`config.mk`:
```
export PLATFORM = sky130hd
export DESIGN_NAME = tdpwm_core
export DESIGN_NICKNAME = d
export VERILOG_FILES = /design/src/verilog/tdpwm_pkg.sv /design/src/verilog/tdpwm_core.sv /design/src/verilog/tdpwm_tick.sv
export SDC_FILE = /design/constraint.sdc
export NUM_CORES = 1
export LEC_CHECK = 0
export ABC_AREA = 1
export BUFFER_PORTS_ARGS = -buffer_cell sky130_fd_sc_hd__buf_2
export CORE_MARGIN = 5
export CORE_UTILIZATION = 45
export CTS_CLUSTER_SIZE = 16
export DETAILED_ROUTE_END_ITERATION = 10
export GPL_TIMING_DRIVEN = 0
export PLACE_DENSITY = 0.7
export SYNTH_ARGS = -nofsm -noshare
export SYNTH_HDL_FRONTEND = slang
export SYNTH_HIERARCHICAL = 1
export SYNTH_SLANG_ARGS = --single-unit
```
`constraint.sdc`:
```
create_clock -name clk_sys -period 1.5 [get_ports clk_sys]
set_input_delay 0.075 -clock clk_sys [delete_from_list [all_inputs] [get_ports clk_sys]]
set_output_delay 0.075 -clock clk_sys [all_outputs]
set_load 0.01 [all_outputs]
```
`src/verilog/tdpwm_pkg.sv`:
```
package tdpwm_pkg;
  // Control register field positions
  localparam int CTRL_MODE_LSB = 0;
  localparam int CTRL_RUN_BIT = 3;
  localparam int CTRL_CLK_LSB = 4;
  localparam int CTRL_TFF_BIT = 7;
  localparam logic [7:0] CTRL_RESET = 8'h00;
  localparam logic [7:0] DUTY_RESET = 8'h00;
  localparam logic [7:0] PERIOD_RESET = 8'h00;
  localparam logic [7:0] CNT_MAX = 8'hff;
  // Mode field encodings
  localparam logic [2:0] MODE_DIVIDER = 3'h1;
  localparam logic [2:0] MODE_PWM = 3'h2;
  // Source clock select encodings (system clock division ratios, plus the sub clock pin)
  localparam logic [2:0] CLK_DIV2048 = 3'h0;
  localparam logic [2:0] CLK_DIV128 = 3'h1;
  localparam logic [2:0] CLK_DIV32 = 3'h2;
  localparam logic [2:0] CLK_DIV8 = 3'h3;
  localparam logic [2:0] CLK_SUB = 3'h4;
  localparam logic [2:0] CLK_DIV2 = 3'h5;
  localparam logic [2:0] CLK_DIV1 = 3'h6;
  localparam int PRESC_W = 11;
endpackage : tdpwm_pkg

```
`src/verilog/tdpwm_core.sv`:
```
`timescale 1ns/1ns
`default_nettype none
module tdpwm_core
  import tdpwm_pkg::*;
(
  input wire logic clk_sys,
  input wire logic rstn,
  input wire logic ctrl_we,
  input wire logic [7:0] ctrl_wdata,
  input wire logic duty_we,
  input wire logic [7:0] duty_wdata,
  input wire logic period_we,
  input wire logic [7:0] period_wdata,
  input wire logic sub_clk_pin,
  output logic [7:0] timer_control_reg,
  output logic [7:0] duty_compare_reg,
  output logic [7:0] period_compare_reg,
  output logic [7:0] count,
  output logic timer_irq,
  output logic pulse_width_out_pin,
  output logic divider_out_pin
);
  typedef struct packed {
    logic [7:0] ctrl;
    logic [7:0] duty_hold;
    logic [7:0] duty_act;
    logic [7:0] period;
    logic [7:0] cnt;
    logic tff;
    logic irq;
    logic pwm_pin;
    logic pdo_pin;
    logic [2:0] sub_sync;
    logic sub_tick;
  } tdpwm_st_t;
  tdpwm_st_t st;
  tdpwm_st_t next_st;
  logic tick;
  logic run;
  logic pwm_mode;
  logic div_mode;
  logic duty_hit;
  logic ovf_hit;
  logic per_hit;

  ////////////////////////////////////////////////////////////////
  // Source clock prescaler
  tdpwm_tick u_tick (
    .clk_sys(clk_sys),
    .rstn(rstn),
    .clk_sel(st.ctrl[CTRL_CLK_LSB +: 3]),
    .sub_tick(st.sub_tick),
    .tick(tick)
  );

  // Decoded control fields
  assign run = st.ctrl[CTRL_RUN_BIT];
  // Mode field decode, shared by both output modes
  function automatic logic mode_is(input logic [7:0] c, input logic [2:0] m);
    mode_is = (c[CTRL_MODE_LSB +: 3] == m);
  endfunction : mode_is
  assign pwm_mode = mode_is(st.ctrl, MODE_PWM);
  assign div_mode = mode_is(st.ctrl, MODE_DIVIDER);
  assign duty_hit = run && tick && pwm_mode && (st.cnt == st.duty_act);
  assign ovf_hit = run && tick && pwm_mode && (st.cnt == CNT_MAX);
  assign per_hit = run && tick && div_mode && (st.cnt == st.period);

  ////////////////////////////////////////////////////////////////
  // Next state
  always_comb
  begin
    next_st = st;
    next_st.irq = 1'b0;
    // Sub clock pin: two flops, then edge detect on later stages
    next_st.sub_sync = {st.sub_sync[1:0], sub_clk_pin};
    next_st.sub_tick = st.sub_sync[1] & ~st.sub_sync[2];
    if (ctrl_we)
    begin
      next_st.ctrl = ctrl_wdata;
      // Preset only applies while stopped, so a stopping write keeps the level
      if (!ctrl_wdata[CTRL_RUN_BIT] && !run)
        next_st.tff = ctrl_wdata[CTRL_TFF_BIT];
      else if (ctrl_wdata[CTRL_RUN_BIT] && !run)
        next_st.tff = ctrl_wdata[CTRL_TFF_BIT];
    end
    if (period_we)
      next_st.period = period_wdata;
    // Duty holding stage; running pulse-width mode writes wait for the overflow transfer
    if (duty_we)
    begin
      next_st.duty_hold = duty_wdata;
      if (!run || !pwm_mode)
        next_st.duty_act = duty_wdata;
    end
    if (run && tick)
    begin
      if (pwm_mode)
      begin
        next_st.cnt = st.cnt + 8'h01;
        if (ovf_hit)
        begin
          // Same-cycle write transfers the new value directly
          next_st.cnt = 8'h00;
          next_st.irq = 1'b1;
          next_st.duty_act = duty_we ? duty_wdata : st.duty_hold;
        end
        if (duty_hit ^ ovf_hit)
          next_st.tff = ~st.tff;
      end
      else if (div_mode)
      begin
        next_st.cnt = st.cnt + 8'h01;
        if (per_hit)
        begin
          next_st.cnt = 8'h00;
          next_st.irq = 1'b1;
          next_st.tff = ~st.tff;
        end
      end
      else
        next_st.cnt = st.cnt + 8'h01;
    end
    // Pins follow the inverted flip-flop; stopped timer never toggles it
    next_st.pwm_pin = ~next_st.tff;
    next_st.pdo_pin = ~next_st.tff;
  end

  ////////////////////////////////////////////////////////////////
  // State register
  always_ff @(posedge clk_sys or negedge rstn)
  begin
    if (!rstn)
    begin
      st <= '0;
      st.ctrl <= CTRL_RESET;
      st.duty_hold <= DUTY_RESET;
      st.duty_act <= DUTY_RESET;
      st.period <= PERIOD_RESET;
      st.tff <= 1'b0;
      st.pwm_pin <= 1'b1;
      st.pdo_pin <= 1'b1;
    end
    else
      st <= next_st;
  end

  // Outputs straight from flops
  assign timer_control_reg = st.ctrl;
  assign duty_compare_reg = st.duty_act;
  assign period_compare_reg = st.period;
  assign count = st.cnt;
  assign timer_irq = st.irq;
  assign pulse_width_out_pin = st.pwm_pin;
  assign divider_out_pin = st.pdo_pin;

  ////////////////////////////////////////////////////////////////
  // Checks
  chk_pin_inverse: assert property (@(posedge clk_sys) disable iff (!rstn)
    pulse_width_out_pin == ~st.tff)
    else $error("pwm pin not inverse of flip-flop");
  chk_ovf_irq: assert property (@(posedge clk_sys) disable iff (!rstn)
    ovf_hit |=> timer_irq && count == 8'h00)
    else $error("overflow did not clear and interrupt");
  chk_ovf_toggle: assert property (@(posedge clk_sys) disable iff (!rstn)
    (ovf_hit && !duty_hit) |=> pulse_width_out_pin != $past(pulse_width_out_pin))
    else $error("overflow did not toggle pin");
  chk_duty_toggle: assert property (@(posedge clk_sys) disable iff (!rstn)
    (duty_hit && !ovf_hit) |=> pulse_width_out_pin != $past(pulse_width_out_pin) && count == $past(count) + 8'h01)
    else $error("duty match misbehaved");
  chk_count_up: assert property (@(posedge clk_sys) disable iff (!rstn)
    (run && tick && pwm_mode && count != 8'hff) |=> count == $past(count) + 8'h01)
    else $error("counter did not increment");
  chk_stop_hold: assert property (@(posedge clk_sys) disable iff (!rstn)
    (!run && !ctrl_we && !$past(ctrl_we)) |=> $stable(pulse_width_out_pin))
    else $error("stopped pin changed");
  chk_run_hold: assert property (@(posedge clk_sys) disable iff (!rstn)
    (run && pwm_mode && duty_we && !ovf_hit) |=> duty_compare_reg == $past(duty_compare_reg))
    else $error("running duty write took effect early");
  chk_stop_load: assert property (@(posedge clk_sys) disable iff (!rstn)
    (!run && duty_we) |=> duty_compare_reg == $past(duty_wdata))
    else $error("stopped duty write not immediate");
  chk_per_match: assert property (@(posedge clk_sys) disable iff (!rstn)
    per_hit |=> timer_irq && count == 8'h00 && divider_out_pin != $past(divider_out_pin))
    else $error("period match misbehaved");
  chk_irq_src: assert property (@(posedge clk_sys) disable iff (!rstn)
    timer_irq |-> $past(ovf_hit || per_hit))
    else $error("spurious interrupt");

  ////////////////////////////////////////////////////////////////
  // Further checks on holding stage, presets and counting

  // Divider pin mirrors the inverted flip-flop
  chk_div_inverse: assert property (@(posedge clk_sys) disable iff (!rstn)
    divider_out_pin == ~st.tff)
    else $error("divider pin not inverse of flip-flop");

  // Coincident duty match and overflow cancel out
  chk_duty_cancel: assert property (@(posedge clk_sys) disable iff (!rstn)
    (duty_hit && ovf_hit) |=> pulse_width_out_pin == $past(pulse_width_out_pin))
    else $error("coincident match and overflow toggled pin");

  // Overflow shifts the holding stage into the active compare
  chk_ovf_shift: assert property (@(posedge clk_sys) disable iff (!rstn)
    (ovf_hit && !duty_we) |=> duty_compare_reg == $past(st.duty_hold))
    else $error("overflow did not shift holding stage");

  // A write landing on overflow goes straight through
  chk_ovf_direct: assert property (@(posedge clk_sys) disable iff (!rstn)
    (ovf_hit && duty_we) |=> duty_compare_reg == $past(duty_wdata))
    else $error("write at overflow not loaded");

  // Every duty write lands in the holding stage
  chk_hold_load: assert property (@(posedge clk_sys) disable iff (!rstn)
    duty_we |=> st.duty_hold == $past(duty_wdata))
    else $error("holding stage not loaded");

  // Stopped counter never moves
  chk_stop_count: assert property (@(posedge clk_sys) disable iff (!rstn)
    !run |=> count == $past(count))
    else $error("stopped counter moved");

  // No tick, no count
  chk_idle_tick: assert property (@(posedge clk_sys) disable iff (!rstn)
    (run && !tick) |=> count == $past(count))
    else $error("counter moved without tick");

  // Preset while staying stopped drives the pin at once
  chk_preset_stop: assert property (@(posedge clk_sys) disable iff (!rstn)
    (ctrl_we && !run && !ctrl_wdata[CTRL_RUN_BIT]) |=> pulse_width_out_pin == !$past(ctrl_wdata[CTRL_TFF_BIT]))
    else $error("stopped preset not applied");

  // Starting write also loads the preset
  chk_preset_start: assert property (@(posedge clk_sys) disable iff (!rstn)
    (ctrl_we && !run && ctrl_wdata[CTRL_RUN_BIT]) |=> divider_out_pin == !$past(ctrl_wdata[CTRL_TFF_BIT]))
    else $error("starting preset not applied");

  // Stopping write keeps the level, so the pin does not glitch
  chk_stopping_keep: assert property (@(posedge clk_sys) disable iff (!rstn)
    (ctrl_we && run && !ctrl_wdata[CTRL_RUN_BIT] && !duty_hit && !ovf_hit && !per_hit)
    |=> pulse_width_out_pin == $past(pulse_width_out_pin))
    else $error("stopping write changed pin");

  // Control write readable next cycle
  chk_ctrl_load: assert property (@(posedge clk_sys) disable iff (!rstn)
    ctrl_we |=> timer_control_reg == $past(ctrl_wdata))
    else $error("control write lost");

  // Period register has no holding stage
  chk_period_load: assert property (@(posedge clk_sys) disable iff (!rstn)
    period_we |=> period_compare_reg == $past(period_wdata))
    else $error("period write lost");

  // Divider counts up between matches
  chk_div_count: assert property (@(posedge clk_sys) disable iff (!rstn)
    (run && tick && div_mode && !per_hit) |=> count == $past(count) + 8'h01)
    else $error("divider counter did not increment");

  // Stopped divider holds its pin
  chk_div_hold: assert property (@(posedge clk_sys) disable iff (!rstn)
    (!run && !ctrl_we && !$past(ctrl_we)) |=> divider_out_pin == $past(divider_out_pin))
    else $error("stopped divider pin changed");

  // A stopped timer raises no interrupt
  chk_irq_quiet: assert property (@(posedge clk_sys) disable iff (!rstn)
    !run |=> !timer_irq)
    else $error("interrupt while stopped");

  // Reads show the active stage until the next overflow
  chk_read_stage: assert property (@(posedge clk_sys) disable iff (!rstn)
    (run && pwm_mode && !ovf_hit) |=> duty_compare_reg == $past(duty_compare_reg))
    else $error("active duty changed between overflows");

  // Interrupt always comes with a cleared counter
  chk_irq_clear: assert property (@(posedge clk_sys) disable iff (!rstn)
    timer_irq |-> count == 8'h00)
    else $error("interrupt without cleared counter");

  // Duty match never clears the counter
  chk_duty_noclr: assert property (@(posedge clk_sys) disable iff (!rstn)
    (duty_hit && !ovf_hit) |=> count != 8'h00)
    else $error("duty match cleared counter");

  // Period is the full 256 ticks: no interrupt short of the top
  chk_pwm_period: assert property (@(posedge clk_sys) disable iff (!rstn)
    (run && tick && pwm_mode && count != 8'hff) |=> !timer_irq)
    else $error("pwm interrupt before overflow");

  // Outside pulse-width mode duty writes are immediate
  chk_plain_duty: assert property (@(posedge clk_sys) disable iff (!rstn)
    (!pwm_mode && duty_we) |=> duty_compare_reg == $past(duty_wdata))
    else $error("duty write outside pwm not immediate");
endmodule : tdpwm_core
`default_nettype wire

```
`src/verilog/tdpwm_tick.sv`:
```
`timescale 1ns/1ns
`default_nettype none
module tdpwm_tick
  import tdpwm_pkg::*;
(
  input wire logic clk_sys,
  input wire logic rstn,
  input wire logic [2:0] clk_sel,
  input wire logic sub_tick,
  output logic tick
);
  typedef struct packed {
    logic [PRESC_W-1:0] presc;
    logic tick;
  } tdpwm_tick_st_t;
  tdpwm_tick_st_t st;
  tdpwm_tick_st_t next_st;

  ////////////////////////////////////////////////////////////////
  // Free running prescaler; one-cycle tick at the chosen tap
  always_comb
  begin
    next_st = st;
    next_st.presc = st.presc + 11'h001;
    unique case (clk_sel)
      CLK_DIV2048: next_st.tick = (st.presc == 11'h7ff);
      CLK_DIV128: next_st.tick = (st.presc[6:0] == 7'h7f);
      CLK_DIV32: next_st.tick = (st.presc[4:0] == 5'h1f);
      CLK_DIV8: next_st.tick = (st.presc[2:0] == 3'h7);
      CLK_SUB: next_st.tick = sub_tick;
      CLK_DIV2: next_st.tick = st.presc[0];
      default: next_st.tick = 1'b1; // Unused codes run at full rate
    endcase
  end

  always_ff @(posedge clk_sys or negedge rstn)
  begin
    if (!rstn)
      st <= '0;
    else
      st <= next_st;
  end

  assign tick = st.tick;
endmodule : tdpwm_tick
`default_nettype wire

```
==> impl_metrics.toml <==
[setup_path]
path_cells = "buf_4 > xnor2_2 > nand3_1 > nor2_2 > nand3_4 > nand2_4 > nor2_2 > nand2_1 > o21ai_0"
timing.critical_path.to_type = "flip-flop"
worst_r2r_startpoint = "count[0]"
reg2reg_setup_slack_ns = -0.03
start_kind = "flip-flop"
critical_path_peak_fanout = 5
critPathTopFamily = "simple AND/OR/NAND/NOR gates"
worst_path_largest_cell_delay_ns = 0.45
cp_num_buf_inv = 1
critical_path.slowest_cell = "dfrtp_2"
cp_data_arrival_time_ns = 1.76
reg2reg_to = "count[1]"
critical_path_class = "reg -> reg"
crit_top_cell = "nor2_2"
worstPathRequired_ns = 1.73
reg2reg_depth = 9

[cells_and_area]
antenna_cells = 0
area_growth_syn_to_layout_pct = 37.6
multi_input_area_um2 = 1420
fillerInstances = 592
reg_top3 = "st (11), u_tick/st (11)"
share_of_cells_above_drive_strength_1_pct = 39.2
layout.area.seq_um2 = 1490
finalNetCount = 540

[clock_network]
cts_max_level = 3
ctsRootBufferMaster = "clkbuf_8"
clock_tree_from_tritoncts = "built"
numClockSinks = 59
cts-root-to-sink-buffers = 2
insertion_delay_ns = 0.34
numCtsBuffers = 9
clock_pin_slew_of_the_registers_on_the_worst_case_setup_and_hold_paths_ns = 0.07

[hold_path]
hold_path_class = "in -> reg"
timing.hold.worst_path_depth = 2
timing.hold.worst_endpoint = "st[34]"
holdCritStartpoint = "duty_wdata[2]"

[synthesis]
synth_top_cell_by_area = "dfrtp_1"
synth_top_cells_by_count = "nand2_1 (100), dfrtp_1 (58), inv_1 (41)"
ys_seq_elements = 59
synthMostInstantiatedCell = "nand2_1"
syn-num-nets = 422
synth.yosys.seq_area_share_pct = 46.3
synth_cell_types = 34
synth-edff-count = 0
post_synth_main_area_contributors = "dfrtp_1 (45%), nand2_1 (12%), buf_4 (7.8%)"
synth_compound_area_share_pct = 6.35
synth.area.mux_share_pct = 2.47
synthArstFlopShare_pct = 100
yosys.area_share.simple_pct = 25.9
yosys.area.top_type_share_pct = 45.5
mappedNetlistArea_um2 = 3190
synth_area_per_cell_um2 = 8.23
dominant_combinational_cell_family_by_area_after_synthesis = "simple AND/OR/NAND/NOR gates"
synthesis.instances = 388
yosys_most_used_dff = "dfrtp_1"
post_synth_xor_area_fraction_pct = 3.02
synth_adder_area_share_pct = 1.57
yosysWarnings = 6

[pwr]
vdd.ir_drop.worst_uv = 485
switchingPower_mw = 1.46
intPower_mw = 3.21
finalPower_mw = 4.68
p_leak_nw = 2.25
power.share.combinational_pct = 29.5
p_per_area_nw_per_um2 = 1060
switching_share_pct = 31.3
seq_power_share_pct = 41.7
power_frac_clock_pct = 28.8

[floorplanning]
placement_rows = 30
io_pins = 65
die_area_um2 = 8880
die_x_um = 94.2
floorplan.initialDensity_pct = 46.7
die_h_um = 94.2
core_region_area_um2 = 6830

[detailed_routing]
drtIter0Drc = 147
drc = 0
antenna_violating_nets_post_route = 0
via_count = 2818
route.detailed.wl_per_inst_um = 12.7
total_detailed_routing_wirelength_um = 7710
vias_per_cell = 4.65
detail_route.first_pass.iterations = 4

[sta]
relSlewSlack_pct = 49.0
final_max_slew_viol_count = 0
unrepaired_setup_endpoints_after_global_routing = "true"
finalSetupViolCount = 4
final_critical_path_setup_slack_ns = -0.0299
finalHoldViolCount = 0
fmax_achieved_mhz = 654
period_needed_ns = 1.53
timing.final.crit_share_pct = 102
tightestPinTransition_ns = 0.765
skew_ns = 0.0119

[global_route]
grt_pass1_wl_um = 12500
maximum_number_of_pins_on_one_net_before_global_route_repair = 60
overflow_after_grt = 0
antenna_found_initial = 0
first_global_vias = 2735
grtUsageTotal_pct = 18.0

[placed_design]
gpl.final_weighted_congestion = 0.799
detailedPlace.worstSlack_ns = -0.183
place.port_buffers = 64
hpwlAfterDp_um = 5040

[job]
maxCapViolations = 0

[status]
run_status = "finished with violations"
violations_in_the_final_reports = "negative setup slack"
[what timing repair did]
item                                    in CTS  in global routing
hold buffers                                22                  1
endpoints found under the setup margin      15                 20
setup buffers                                8                 11
pin swaps                                    7                 20
gates resized for setup                     20                 41
cloned                                       1                  0
endpoints found under the hold margin       21                 58
[through the flow]
step | std cells | TNS (ns) | utilization, % | cell area (µm²) | hold WS [ns]
floorplan | 388 | 0 | - | 3190 | -0.221
CTS | 594 | -0.0163 | 60.9 | 4160 | 0.00265
detailed placement | 548 | -1.73 | 53.2 | 3630 | 0.184
global placement | 548 | -1.05 | 53.2 | 3630 | 0.185
finish | 606 | -0.0821 | 64.3 | 4390 | 0.0167
global route | 606 | -0.545 | 64.3 | 4390 | 0.00698
[power groups by stage]
| stage | clock network (mW) | logic (mW) | registers (mW) |
|---|---|---|---|
| after global placement | 0 | 0.940 | 1.97 |
| after floorplan | 0 | 0.674 | 1.91 |
| final | 1.34 | 1.38 | 1.95 |
| after global routing | 1.45 | 1.52 | 1.98 |
| after detailed placement | 0 | 0.963 | 1.98 |
| after CTS | 1.37 | 1.21 | 1.94 |
[kinds of logic after synthesis]
group,Yosys count
flip-flops,59
buffers and inverters,84
multiplexers,7
adder cells (fa/ha/maj),4
AO/OA/AOI/OAI,39
AND/OR/NAND/NOR,184
XOR/XNOR,11
[worst max-delay path by stage]
stage,depth (start not counted),end,start,slack (ns)
detailed placement,10,duty_compare_reg[1],count[0],-0.18
finish,9,count[1],count[0],-0.03
CTS,7,duty_compare_reg[6],timer_control_reg[0],-0.01
global route,9,st[7],count[1],-0.11
floorplan,10,duty_compare_reg[1],count[0],0.05
global placement,10,duty_compare_reg[7],count[0],-0.12
[layout by cell type (no fill, tap or decap), types with 5 or more instances in the layout]
cell / instances
nand4_1: 7
dlygate4sd3_1: 23
nand3_1: 17
buf_4: 50
buf_2: 64
dfrtp_1: 50
mux2_2: 7
buf_6: 7
dfrtp_2: 8
a21oi_1: 12
nor2_4: 6
nand2_1: 99
nand2_4: 6
clkbuf_8: 12
inv_2: 5
inv_1: 36
o21ai_0: 19
nor2_1: 24
xor2_1: 6
nor2_2: 8
[metal layers]
metal / routed length [µm] / global-route usage [%] / part of all wire [%]
met3: 379 / 3.93 / 4.9
met4: 139 / 7.34 / 1.8
met1: 3440 / 23.3 / 45
met2: 3750 / 29.2 / 49
met5: 0 / 0 / 0
[area by class of cell]
class                   instances  share of cell area [%]
plain buffers                  39                    6.69
clock buffers                  13                    3.85
clock inverters                 2                   0.228
inverters                      45                    4.04
multi-input cells             245                    32.2
flip-flops and latches         59                    33.9
well taps                      96                    2.73
repair buffers                107                    16.3
No activity file was read; power rests on OpenSTA's default activity.
